<file path="config.mk">
export PLATFORM = sky130hd
export DESIGN_NAME = ddr_die_core
export DESIGN_NICKNAME = d
export VERILOG_FILES = /design/src/shared/ddr_cmd_pkg.sv /design/src/shared/word_if.sv /design/src/word_buffer.sv /design/src/ddr_die_core.sv
export SDC_FILE = /design/constraint.sdc
export NUM_CORES = 1
export LEC_CHECK = 0
export ABC_AREA = 1
export BUFFER_PORTS_ARGS = -buffer_cell sky130_fd_sc_hd__buf_2
export CAP_MARGIN = 20
export CORE_ASPECT_RATIO = 0.8
export CORE_MARGIN = 2
export CORE_UTILIZATION = 40
export CTS_BUF_LIST = sky130_fd_sc_hd__clkbuf_4 sky130_fd_sc_hd__clkbuf_8 sky130_fd_sc_hd__clkbuf_16
export CTS_CLUSTER_DIAMETER = 80
export CTS_CLUSTER_SIZE = 28
export DETAILED_ROUTE_END_ITERATION = 10
export PLACE_DENSITY = 0.61
export SETUP_SLACK_MARGIN = 0.05
export SLEW_MARGIN = 20
export SYNTH_ARGS = -nofsm -noshare
export SYNTH_HDL_FRONTEND = slang
export SYNTH_SLANG_ARGS = --single-unit
</file>
<file path="constraint.sdc">
create_clock -name clk -period 3.91 [get_ports clk]
set_input_delay 0 -clock clk [delete_from_list [all_inputs] [get_ports clk]]
set_output_delay 0 -clock clk [all_outputs]
set_load 0.05 [all_outputs]
</file>
<file path="src/shared/ddr_cmd_pkg.sv">
// Constants shared by the memory-die command, burst and buffer logic
package ddr_cmd_pkg;
	// Local clock
	localparam int CLK_PERIOD_NS = 20;
	// Precharge times, least times rounded up to whole clocks
	localparam int T_RPPB_NS = 18;
	localparam int T_RPAB_NS = 21;
	localparam logic [4:0] RPPB_CYC = 5'((T_RPPB_NS + CLK_PERIOD_NS - 1) / CLK_PERIOD_NS);
	localparam logic [4:0] RPAB_CYC = 5'((T_RPAB_NS + CLK_PERIOD_NS - 1) / CLK_PERIOD_NS);
	// Latencies and burst length after reset of the mode settings
	localparam int RL_DEF = 8;
	localparam int WL_DEF = 4;
	localparam int BL_DEF = 8;
	// Widths
	localparam int CA_W  = 10;
	localparam int COL_W = 11;
	// Field positions on the command/address bus
	localparam int CA_RDWR_BIT = 2;
	localparam int CA_AB_BIT   = 4;
	localparam int CA_COLR_LSB = 5;
	localparam int CA_COLF_LSB = 1;
	localparam int CA_BA_LSB   = 7;
	// Decoded commands
	typedef enum logic [2:0] {
		CMD_NONE = 3'h0,
		CMD_ACT  = 3'h1,
		CMD_RD   = 3'h2,
		CMD_WR   = 3'h3,
		CMD_BST  = 3'h4,
		CMD_PRE  = 3'h5
	} cmd_t;
endpackage

</file>
<file path="src/shared/word_if.sv">
// Valid/ready word channel between the core and its buffer
`timescale 1ns/1ps
interface word_if #(
	parameter int W = 19
) ();
	logic         valid; // Word offered
	logic         ready; // Word accepted
	logic [W-1:0] data;  // Payload
	modport src (output valid, output data, input ready);
	modport snk (input valid, input data, output ready);
endinterface

</file>
<file path="src/word_buffer.sv">
// Small shift buffer with valid and ready on both sides
`timescale 1ns/1ps
module word_buffer #(
	parameter int W     = 19,
	parameter int DEPTH = 2
) (
	input  wire logic         clk,
	input  wire logic         nrst,
	word_if.snk               in_w,
	output logic              out_valid,
	input  wire logic         out_ready,
	output logic [W-1:0]      out_data
);
	typedef struct packed {
		logic [DEPTH-1:0]        vld; // Entry holds a word, head at 0
		logic [DEPTH-1:0][W-1:0] mem; // Stored words
	} buf_t;
	buf_t s_reg;
	buf_t s_next;

	// Full only when the last slot holds a word
	assign in_w.ready = ~s_reg.vld[DEPTH-1];
	assign out_valid  = s_reg.vld[0];
	assign out_data   = s_reg.mem[0];

	// Pop shifts toward the head, push fills the first free slot
	always_comb begin
		logic placed;
		placed = 1'b0;
		s_next = s_reg;
		if (s_reg.vld[0] && out_ready) begin
			for (int i = 0; i < DEPTH - 1; i++) begin
				s_next.mem[i] = s_reg.mem[i+1];
				s_next.vld[i] = s_reg.vld[i+1];
			end
			s_next.vld[DEPTH-1] = 1'b0;
		end
		if (in_w.valid && ~s_reg.vld[DEPTH-1]) begin
			for (int i = 0; i < DEPTH; i++) begin
				if (!s_next.vld[i] && !placed) begin
					s_next.mem[i] = in_w.data;
					s_next.vld[i] = 1'b1;
					placed        = 1'b1;
				end
			end
		end
	end

	// State register
	always_ff @(posedge clk or negedge nrst) begin
		if (!nrst) begin
			s_reg <= '0;
		end else begin
			s_reg <= s_next;
		end
	end
endmodule

</file>
<file path="src/ddr_die_core.sv">
// Command decode, bank tracking, read burst driver and write capture of the memory die
`timescale 1ns/1ps
module ddr_die_core #(
	parameter int RL   = ddr_cmd_pkg::RL_DEF, // Read latency in link clocks, at least 2
	parameter int WL   = ddr_cmd_pkg::WL_DEF, // Write latency in link clocks, at least 1
	parameter int BL   = ddr_cmd_pkg::BL_DEF, // Burst length 4, 8 or 16
	parameter int DQ_W = 8                    // Data byte lane width
) (
	input  wire logic                          clk,
	input  wire logic                          nrst,
	input  wire logic                          ck,
	input  wire logic                          cs_n,
	input  wire logic [ddr_cmd_pkg::CA_W-1:0]  ca,
	input  wire logic [DQ_W-1:0]               dq_i,
	output logic      [DQ_W-1:0]               dq_o,
	output logic                               dq_oe,
	input  wire logic                          dqs_i,
	output logic                               dqs_o,
	output logic                               dqs_oe,
	output logic      [ddr_cmd_pkg::COL_W-1:0] rd_addr,
	input  wire logic [DQ_W-1:0]               rd_data,
	output logic                               wr_valid,
	input  wire logic                          wr_ready,
	output logic      [ddr_cmd_pkg::COL_W-1:0] wr_col,
	output logic      [DQ_W-1:0]               wr_data,
	output logic                               wr_overflow,
	output logic      [7:0]                    open_banks,
	output logic                               cmd_err
);
	localparam int COL_W = ddr_cmd_pkg::COL_W;
	localparam int PW    = COL_W + DQ_W;
	localparam logic [4:0] BL_LEN  = 5'(BL);
	localparam logic [4:0] AGE_LIM = 5'(BL / 2 - 1);

	typedef struct packed {
		logic                      ck_m, ck_s, ck_d;    // Link clock sync and delay
		logic                      cs_m, cs_s;          // Chip select sync
		logic [9:0]                ca_m, ca_s;          // Command bus sync
		logic                      dqs_m, dqs_s, dqs_d; // Strobe sync and delay
		logic [DQ_W-1:0]           dq_m, dq_s;          // Write data sync
		logic [1:0]                cpend;               // Column waits for falling half
		logic [RL:0]               rsr;                 // Read issued n link clocks ago
		logic [RL:0][4:0]          rlen;                // Effective read lengths
		logic [RL:0][COL_W-1:0]    rcol;                // Read start columns
		logic [WL:0]               wsr;                 // Write issued n link clocks ago
		logic [WL:0][4:0]          wlen;                // Effective write lengths
		logic [WL:0][COL_W-1:0]    wcol;                // Write start columns
		logic                      lastv, last_rd;      // Latest column command and kind
		logic [4:0]                age;                 // Link clocks since that command
		logic [4:0]                rbeats;              // Read beats still to send
		logic [COL_W-1:0]          raddr;               // Column of next read beat
		logic [DQ_W-1:0]           dq_o;                // Read data out
		logic                      dq_oe, dqs_o, dqs_oe;
		logic [4:0]                wbeats;              // Write beats still to take
		logic [5:0]                wtaken;              // Beats of latest write taken
		logic                      wseen;               // First strobe rise seen
		logic [COL_W-1:0]          wnext, wcur;         // Start and running columns
		logic                      pv;                  // Captured word offered
		logic [PW-1:0]             pd;                  // Captured column and data
		logic                      ovf;                 // Word refused by a full buffer
		logic [7:0]                bank_open;           // Activated banks
		logic [7:0]                pch_mask;            // Banks still precharging
		logic [4:0]                pch_cnt;             // Precharge time left
		logic                      err;                 // Illegal bank access seen
	} core_t;
	core_t s;
	core_t n;

	word_if #(.W(PW)) bin ();

	// Edges and command decode on the synchronised link
	logic                   ck_rise, ck_fall, dqs_r, dqs_f;
	logic [2:0]             ba;
	ddr_cmd_pkg::cmd_t      cmd;
	logic [5:0]             bidx;
	assign ck_rise = s.ck_s & ~s.ck_d;
	assign ck_fall = ~s.ck_s & s.ck_d;
	assign dqs_r   = s.dqs_s & ~s.dqs_d;
	assign dqs_f   = ~s.dqs_s & s.dqs_d;
	assign ba      = s.ca_s[ddr_cmd_pkg::CA_BA_LSB +: 3];
	assign bidx    = {1'b0, s.age} + 6'h01;
	always_comb begin
		cmd = ddr_cmd_pkg::CMD_NONE;
		if (ck_rise && !s.cs_s) begin
			if (s.ca_s[1:0] == 2'b10) begin
				cmd = ddr_cmd_pkg::CMD_ACT;
			end else if (s.ca_s[1:0] == 2'b01) begin
				cmd = s.ca_s[ddr_cmd_pkg::CA_RDWR_BIT] ? ddr_cmd_pkg::CMD_RD
					: ddr_cmd_pkg::CMD_WR;
			end else if (s.ca_s[3:0] == 4'b0011) begin
				cmd = ddr_cmd_pkg::CMD_BST;
			end else if (s.ca_s[3:0] == 4'b1011) begin
				cmd = ddr_cmd_pkg::CMD_PRE;
			end
		end
	end

	// Next state of the whole core
	always_comb begin
		logic [4:0] nlen;
		logic       trunc;
		logic [4:0] wprev;
		nlen  = {s.age[3:0], 1'b0} + 5'h02;
		trunc = 1'b0;
		wprev = 5'h00;
		n = s;
		// Two flip-flops on every pin before use
		n.ck_m  = ck;
		n.ck_s  = s.ck_m;
		n.ck_d  = s.ck_s;
		n.cs_m  = cs_n;
		n.cs_s  = s.cs_m;
		n.ca_m  = ca;
		n.ca_s  = s.ca_m;
		n.dqs_m = dqs_i;
		n.dqs_s = s.dqs_m;
		n.dqs_d = s.dqs_s;
		n.dq_m  = dq_i;
		n.dq_s  = s.dq_m;
		n.err   = 1'b0;
		n.pv    = 1'b0;
		n.ovf   = s.pv & ~bin.ready;
		if (s.pch_cnt != 5'h00) begin
			n.pch_cnt = s.pch_cnt - 5'h01;
		end
		// Read beats leave on both link edges, edge aligned with the strobe
		if (ck_rise || ck_fall) begin
			if (s.rbeats != 5'h00) begin
				n.dq_o   = rd_data;
				n.dqs_o  = ~s.dqs_o;
				n.rbeats = s.rbeats - 5'h01;
				n.raddr  = s.raddr + 11'h001;
			end else if (s.dq_oe) begin
				// Burst over and nothing chained: release the pins
				n.dq_oe  = 1'b0;
				n.dqs_oe = 1'b0;
				n.dqs_o  = 1'b0;
			end
		end
		// Write beats taken on every strobe edge after the first rise
		if (s.wbeats != 5'h00 && (dqs_r || (dqs_f && s.wseen))) begin
			n.pv     = 1'b1;
			n.pd     = {(s.wtaken == 6'h00) ? s.wnext : s.wcur, s.dq_s};
			n.wcur   = ((s.wtaken == 6'h00) ? s.wnext : s.wcur) + 11'h001;
			n.wbeats = s.wbeats - 5'h01;
			n.wtaken = s.wtaken + 6'h01;
			if (dqs_r) begin
				n.wseen = 1'b1;
			end
		end
		if (ck_fall) begin
			// Falling half completes the column address
			if (s.cpend[0]) begin
				n.rcol[0][COL_W-1:2] = s.ca_s[ddr_cmd_pkg::CA_COLF_LSB +: 9];
			end
			if (s.cpend[1]) begin
				n.wcol[0][COL_W-1:2] = s.ca_s[ddr_cmd_pkg::CA_COLF_LSB +: 9];
			end
			n.cpend = 2'b00;
			// Read starting next rise: present its column early
			if (s.rsr[RL-1]) begin
				n.raddr = n.rcol[RL-1];
			end
			// Write window opens half a link clock before its data
			if (s.wsr[WL-1]) begin
				wprev    = n.wbeats;
				n.wbeats = wprev + n.wlen[WL-1];
				n.wnext  = n.wcol[WL-1];
				n.wtaken = 6'h00 - {1'b0, wprev};
				if (wprev == 5'h00) begin
					n.wseen = 1'b0;
				end
			end
		end
		if (ck_rise) begin
			// Age every in-flight command by one link clock
			n.rsr  = {s.rsr[RL-1:0], cmd == ddr_cmd_pkg::CMD_RD};
			n.rlen = {s.rlen[RL-1:0], BL_LEN};
			n.rcol = {s.rcol[RL-1:0],
				{9'h000, s.ca_s[ddr_cmd_pkg::CA_COLR_LSB +: 2]}};
			n.wsr  = {s.wsr[WL-1:0], cmd == ddr_cmd_pkg::CMD_WR};
			n.wlen = {s.wlen[WL-1:0], BL_LEN};
			n.wcol = {s.wcol[WL-1:0],
				{9'h000, s.ca_s[ddr_cmd_pkg::CA_COLR_LSB +: 2]}};
			// Terminate or same-kind interrupt shortens only the latest burst
			trunc = s.lastv && s.age < AGE_LIM && (cmd == ddr_cmd_pkg::CMD_BST
				|| (cmd == ddr_cmd_pkg::CMD_RD && s.last_rd)
				|| (cmd == ddr_cmd_pkg::CMD_WR && !s.last_rd));
			if (trunc && s.last_rd && bidx <= 6'(RL)) begin
				if (nlen < n.rlen[bidx]) begin
					n.rlen[bidx] = nlen;
				end
			end else if (trunc && !s.last_rd && bidx < 6'(WL)) begin
				if (nlen < n.wlen[bidx]) begin
					n.wlen[bidx] = nlen;
				end
			end else if (trunc && !s.last_rd) begin
				// Write already capturing: stop after nlen beats of it
				if ($signed(n.wtaken) < $signed({1'b0, nlen})) begin
					n.wbeats = 5'({1'b0, nlen} - n.wtaken);
				end else begin
					n.wbeats = 5'h00;
				end
			end
			if (cmd == ddr_cmd_pkg::CMD_RD || cmd == ddr_cmd_pkg::CMD_WR) begin
				n.age     = 5'h00;
				n.lastv   = 1'b1;
				n.last_rd = (cmd == ddr_cmd_pkg::CMD_RD);
				n.cpend   = {cmd == ddr_cmd_pkg::CMD_WR, cmd == ddr_cmd_pkg::CMD_RD};
				if (!s.bank_open[ba]) begin
					n.err = 1'b1;
				end
			end else if (s.age != 5'h1f) begin
				n.age = s.age + 5'h01;
			end
			// Bank state
			if (cmd == ddr_cmd_pkg::CMD_ACT) begin
				if (s.bank_open[ba] || (s.pch_mask[ba] && s.pch_cnt != 5'h00)) begin
					n.err = 1'b1;
				end else begin
					n.bank_open[ba] = 1'b1;
				end
			end
			if (cmd == ddr_cmd_pkg::CMD_PRE) begin
				if (s.ca_s[ddr_cmd_pkg::CA_AB_BIT]) begin
					n.bank_open = 8'h00;
					n.pch_mask  = 8'hff;
					n.pch_cnt   = ddr_cmd_pkg::RPAB_CYC;
				end else begin
					n.bank_open[ba] = 1'b0;
					n.pch_mask      = 8'h01 << ba;
					n.pch_cnt       = ddr_cmd_pkg::RPPB_CYC;
				end
			end
			// Preamble: strobe driven low one link clock before data
			if (n.rsr[RL-1] && n.rbeats == 5'h00 && !n.dq_oe) begin
				n.dqs_oe = 1'b1;
				n.dqs_o  = 1'b0;
			end
			// First beat on the rise RL link clocks after the command
			if (n.rsr[RL]) begin
				n.dq_o   = rd_data;
				n.dq_oe  = 1'b1;
				n.dqs_oe = 1'b1;
				n.dqs_o  = 1'b1;
				n.rbeats = n.rlen[RL] - 5'h01;
				n.raddr  = s.raddr + 11'h001;
			end
		end
	end

	// State register
	always_ff @(posedge clk or negedge nrst) begin
		if (!nrst) begin
			s <= '0;
		end else begin
			s <= n;
		end
	end

	// Captured words wait here, two deep; a word offered while both slots are full is lost and flags wr_overflow
	assign bin.valid = s.pv;
	assign bin.data  = s.pd;
	word_buffer #(.W(PW), .DEPTH(2)) u_buf (
		.clk       (clk),
		.nrst      (nrst),
		.in_w      (bin),
		.out_valid (wr_valid),
		.out_ready (wr_ready),
		.out_data  ({wr_col, wr_data})
	);

	// Outputs straight from the state register
	assign dq_o        = s.dq_o;
	assign dq_oe       = s.dq_oe;
	assign dqs_o       = s.dqs_o;
	assign dqs_oe      = s.dqs_oe;
	assign rd_addr     = s.raddr;
	assign wr_overflow = s.ovf;
	assign open_banks  = s.bank_open;
	assign cmd_err     = s.err;
endmodule

</file>
==> impl_results.md <==
* Status: completed
* Fillcell total at 4,148
* Hold WC Path Type: primary input to register
* Largest cells by area after synthesis: dfrtp_1 (56%), nand2_1 (14%), o21ai_0 (5.4%)
* F_max at approximately 280 MHz
* Area grow syn2layout at 8.66%
* Biggest area consumer among synthesized cells: dfrtp_1
* Pwr Total at 0.0123 W
* Fin. Hold Viols at 0
* Async SR Flop Fraction at 1.00
* Non-Filler Instances at 2,555
* Actual slew at the worst max-slew pin at 0.980 ns
* Rows at 67
* Max Fanout on Critical Path at 9
* Worst EP required at 4.30 ns
* Maxcap violations at 0
* Routed len/inst at 14.1 µm
* CTS Buf Count at 17
* Pin count of the biggest net entering global routing at 150
* Register area share after synthesis at 0.557
* Antenna violations before repair at 0
* CTS max path bufs at 3
* Place WS at about 0.27 ns
* Total global-route track usage at 0.166
* Iter 0 DRT Violations at 986
* Slew Viols, Final at 0
* Sequential Power Share at 0.442
* Relative slew slack at 0.347
* Storage cell area at 9530 µm²
* Share of the synthesized area in the top cell type at 0.557
* GPL Wtd Cong at 0.881
* Sink Count at 381
* Arrival time worst endpoint at 3.96 ns
* Post-Syn Instances at 1,971
* Cells after DPL at 2,501
* Synth warnings at 0
* Syn_nets at 2,039
* Nets at 2,069
* Die outline height at 189 µm
* Synth Cell Area at 17,100 µm²
* Sw power at 0.00507 W
* Initial Util at 0.407
* Root Driver: clkbuf_16
* Crit path buf inv count at 4
* Sw Ratio at 0.412
* Critical Path Max Stage Delay at 0.50 ns
* Vias in the first global route at 12,502
* Tcrit/Tclk final at 0.911
* Final Skew at approximately 0.018 ns
* Logic pwr share at 0.386
* Vias/cell at 4.98
* CTS tree: done
* DRC violations left at 0
* Util after Layout at 0.442
* # diodes at 0
* Final setup viols at 0
* Max H-tree Level at 1
* Die width at 235 µm
* Top delay family on crit path: simple AND/OR/NAND/NOR gates
* Min cycle time layout at 3.56 ns
* Power Density at 661 nW/µm²
* Fraction of layout cells with a size suffix above 1 at 0.0854
* Multi-input combinational cell area at 6210 µm²
* Power Internal at 0.00723 W
* Final wirelength at 36,100 µm
* ANT nets after route at 0
* HPWL Detailed at 24,200 µm
* CP endpoint kind: register
* Avg Synthesized Cell Area at 8.69 µm²
* RSZ-0062 raised after global routing: false
* Synthesized flop and latch total at between 300 and 400
* Post-Route Setup TNS at 0 ns
* Leakage power at 9.36 nW
* Synth Flop Type: dfrtp_1
* First-pass GRT wire length at 62,400 µm
* VDD IR max at about 0.00029 V
* Core ar. at 42,100 µm²
* PortBufs at 83
* Insertion delay to the later sink of the worst-skew pair at roughly 0.54 ns
* Clock Pin Slew Worst Setup and Hold Paths at roughly 0.11 ns
* Crit-path slowest cell: dfrtp_1
* # IOs at 84
* Routed vias at 12,734
* Critical path class: register to register
* Synth unique cells at 50
* Clock Power Share at 0.172
* Crit-path cells: inv_1 > ha_1 > inv_2 > nand2_1 > nor2_1 > inv_1 > o221ai_1 > o21ai_0 > ha_1 > a21oi_1 > o211ai_1 > nor3_4 > buf_12 > nand3_2 > nand3_1 > o21ai_0
* EDFF count, synth at 0
* Crit start category: register
* Largest register FFs at about 260
* Final setup margin at 0.349 ns
* Total grt overflow at 0
* Die ar. at 44,500 µm²
* DR pass1 iterations at 8
==> final cells by class <==
cell class,count,share of cell area
clock buffer,18,0.0236
clock inverter,3,0.00249
inverter,195,0.0395
multi-input combinational,1271,0.334
sequential,381,0.512
tap,552,0.0371
timing repair buffer,135,0.0514
==> metrics by stage <==
stage	hold WS, ns	cell area, µm²
global placement	0.108	17800
finish	0.0905	18600
floorplan	-0.296	17100
CTS	0.0644	18600
global route	0.0739	18600
detailed placement	0.110	17800
==> routing by layer <==
layer  wire [µm]  global-route usage
met4         518              0.0311
met3        1410              0.0255
met2       15800               0.257
met1       18300               0.248
met5           0                   0
==> cells by family (layout without fill, tap and decap cells) <==
kind of cell,after synthesis,in the layout,synth area share
xor gates and xnor gates,18,18,0.00921
adders and majority gates,36,36,0.0272
DFF,381,381,0.557
muxes,12,12,0.00774
AOI/OAI and AO/OA,299,299,0.0963
and+or+nand+nor,906,906,0.221
buffers and inverters,319,351,0.0819
==> worst paths after layout <==
check / slack, ns / cells after the start / start / endpoint
min reg2reg: 0.35 / 0 / n[374] / s[374]
min in group asynchronous: 0.15 / 2 / nrst / s[63]
min: 0.09 / 2 / ca[5] / n[375]
max: 0.35 / 16 / s[105] / s[334]
max in group asynchronous: 2.73 / 3 / nrst / s[110]
max reg2reg: 0.35 / 16 / s[105] / s[334]
==> power groups by stage <==
stage / Sequential (W) / Clock (W) / Combinational, W
global route: 0.00556 / 0.00232 / 0.00535
detailed placement: 0.00552 / 0 / 0.00469
global placement: 0.00549 / 0 / 0.00458
CTS: 0.00544 / 0.00220 / 0.00474
finish: 0.00544 / 0.00211 / 0.00475
floorplan: 0.00540 / 0 / 0.00381
==> synth_stat cells, drive strengths merged (3+ instances only) <==
cell    instances
dfrtp         381
a21oi          36
o21bai          4
a22oi           5
a221oi          4
nand2         629
o31ai           4
o21ai         195
o211ai         10
clkinv          3
inv           192
nor2          110
xor2           13
clkbuf         60
mux2           10
xnor2           5
o22ai           8
nand3         123
o221ai          6
a31oi          21
nor3            8
ha             34
nand4          30
buf            64
==> cell usage in the layout (no fill, tap or decap), drive strengths merged, types with 18 or more instances in the layout <==
master	count
nand2	629
buf	104
dlygate4sd3	31
ha	34
nand3	123
a21oi	36
dfrtp	381
o21ai	195
inv	193
a31oi	21
nor2	110
nand4	30
clkbuf	18
==> timing repair <==
action	4_1_cts	5_1_grt
setup buffers	0	1
hold buffers	31	0
setup endpoints to repair	0	27
endpoints found under the hold margin	162	0
gates resized for setup	0	1
Note: power is estimated with default switching activity, not from simulation.
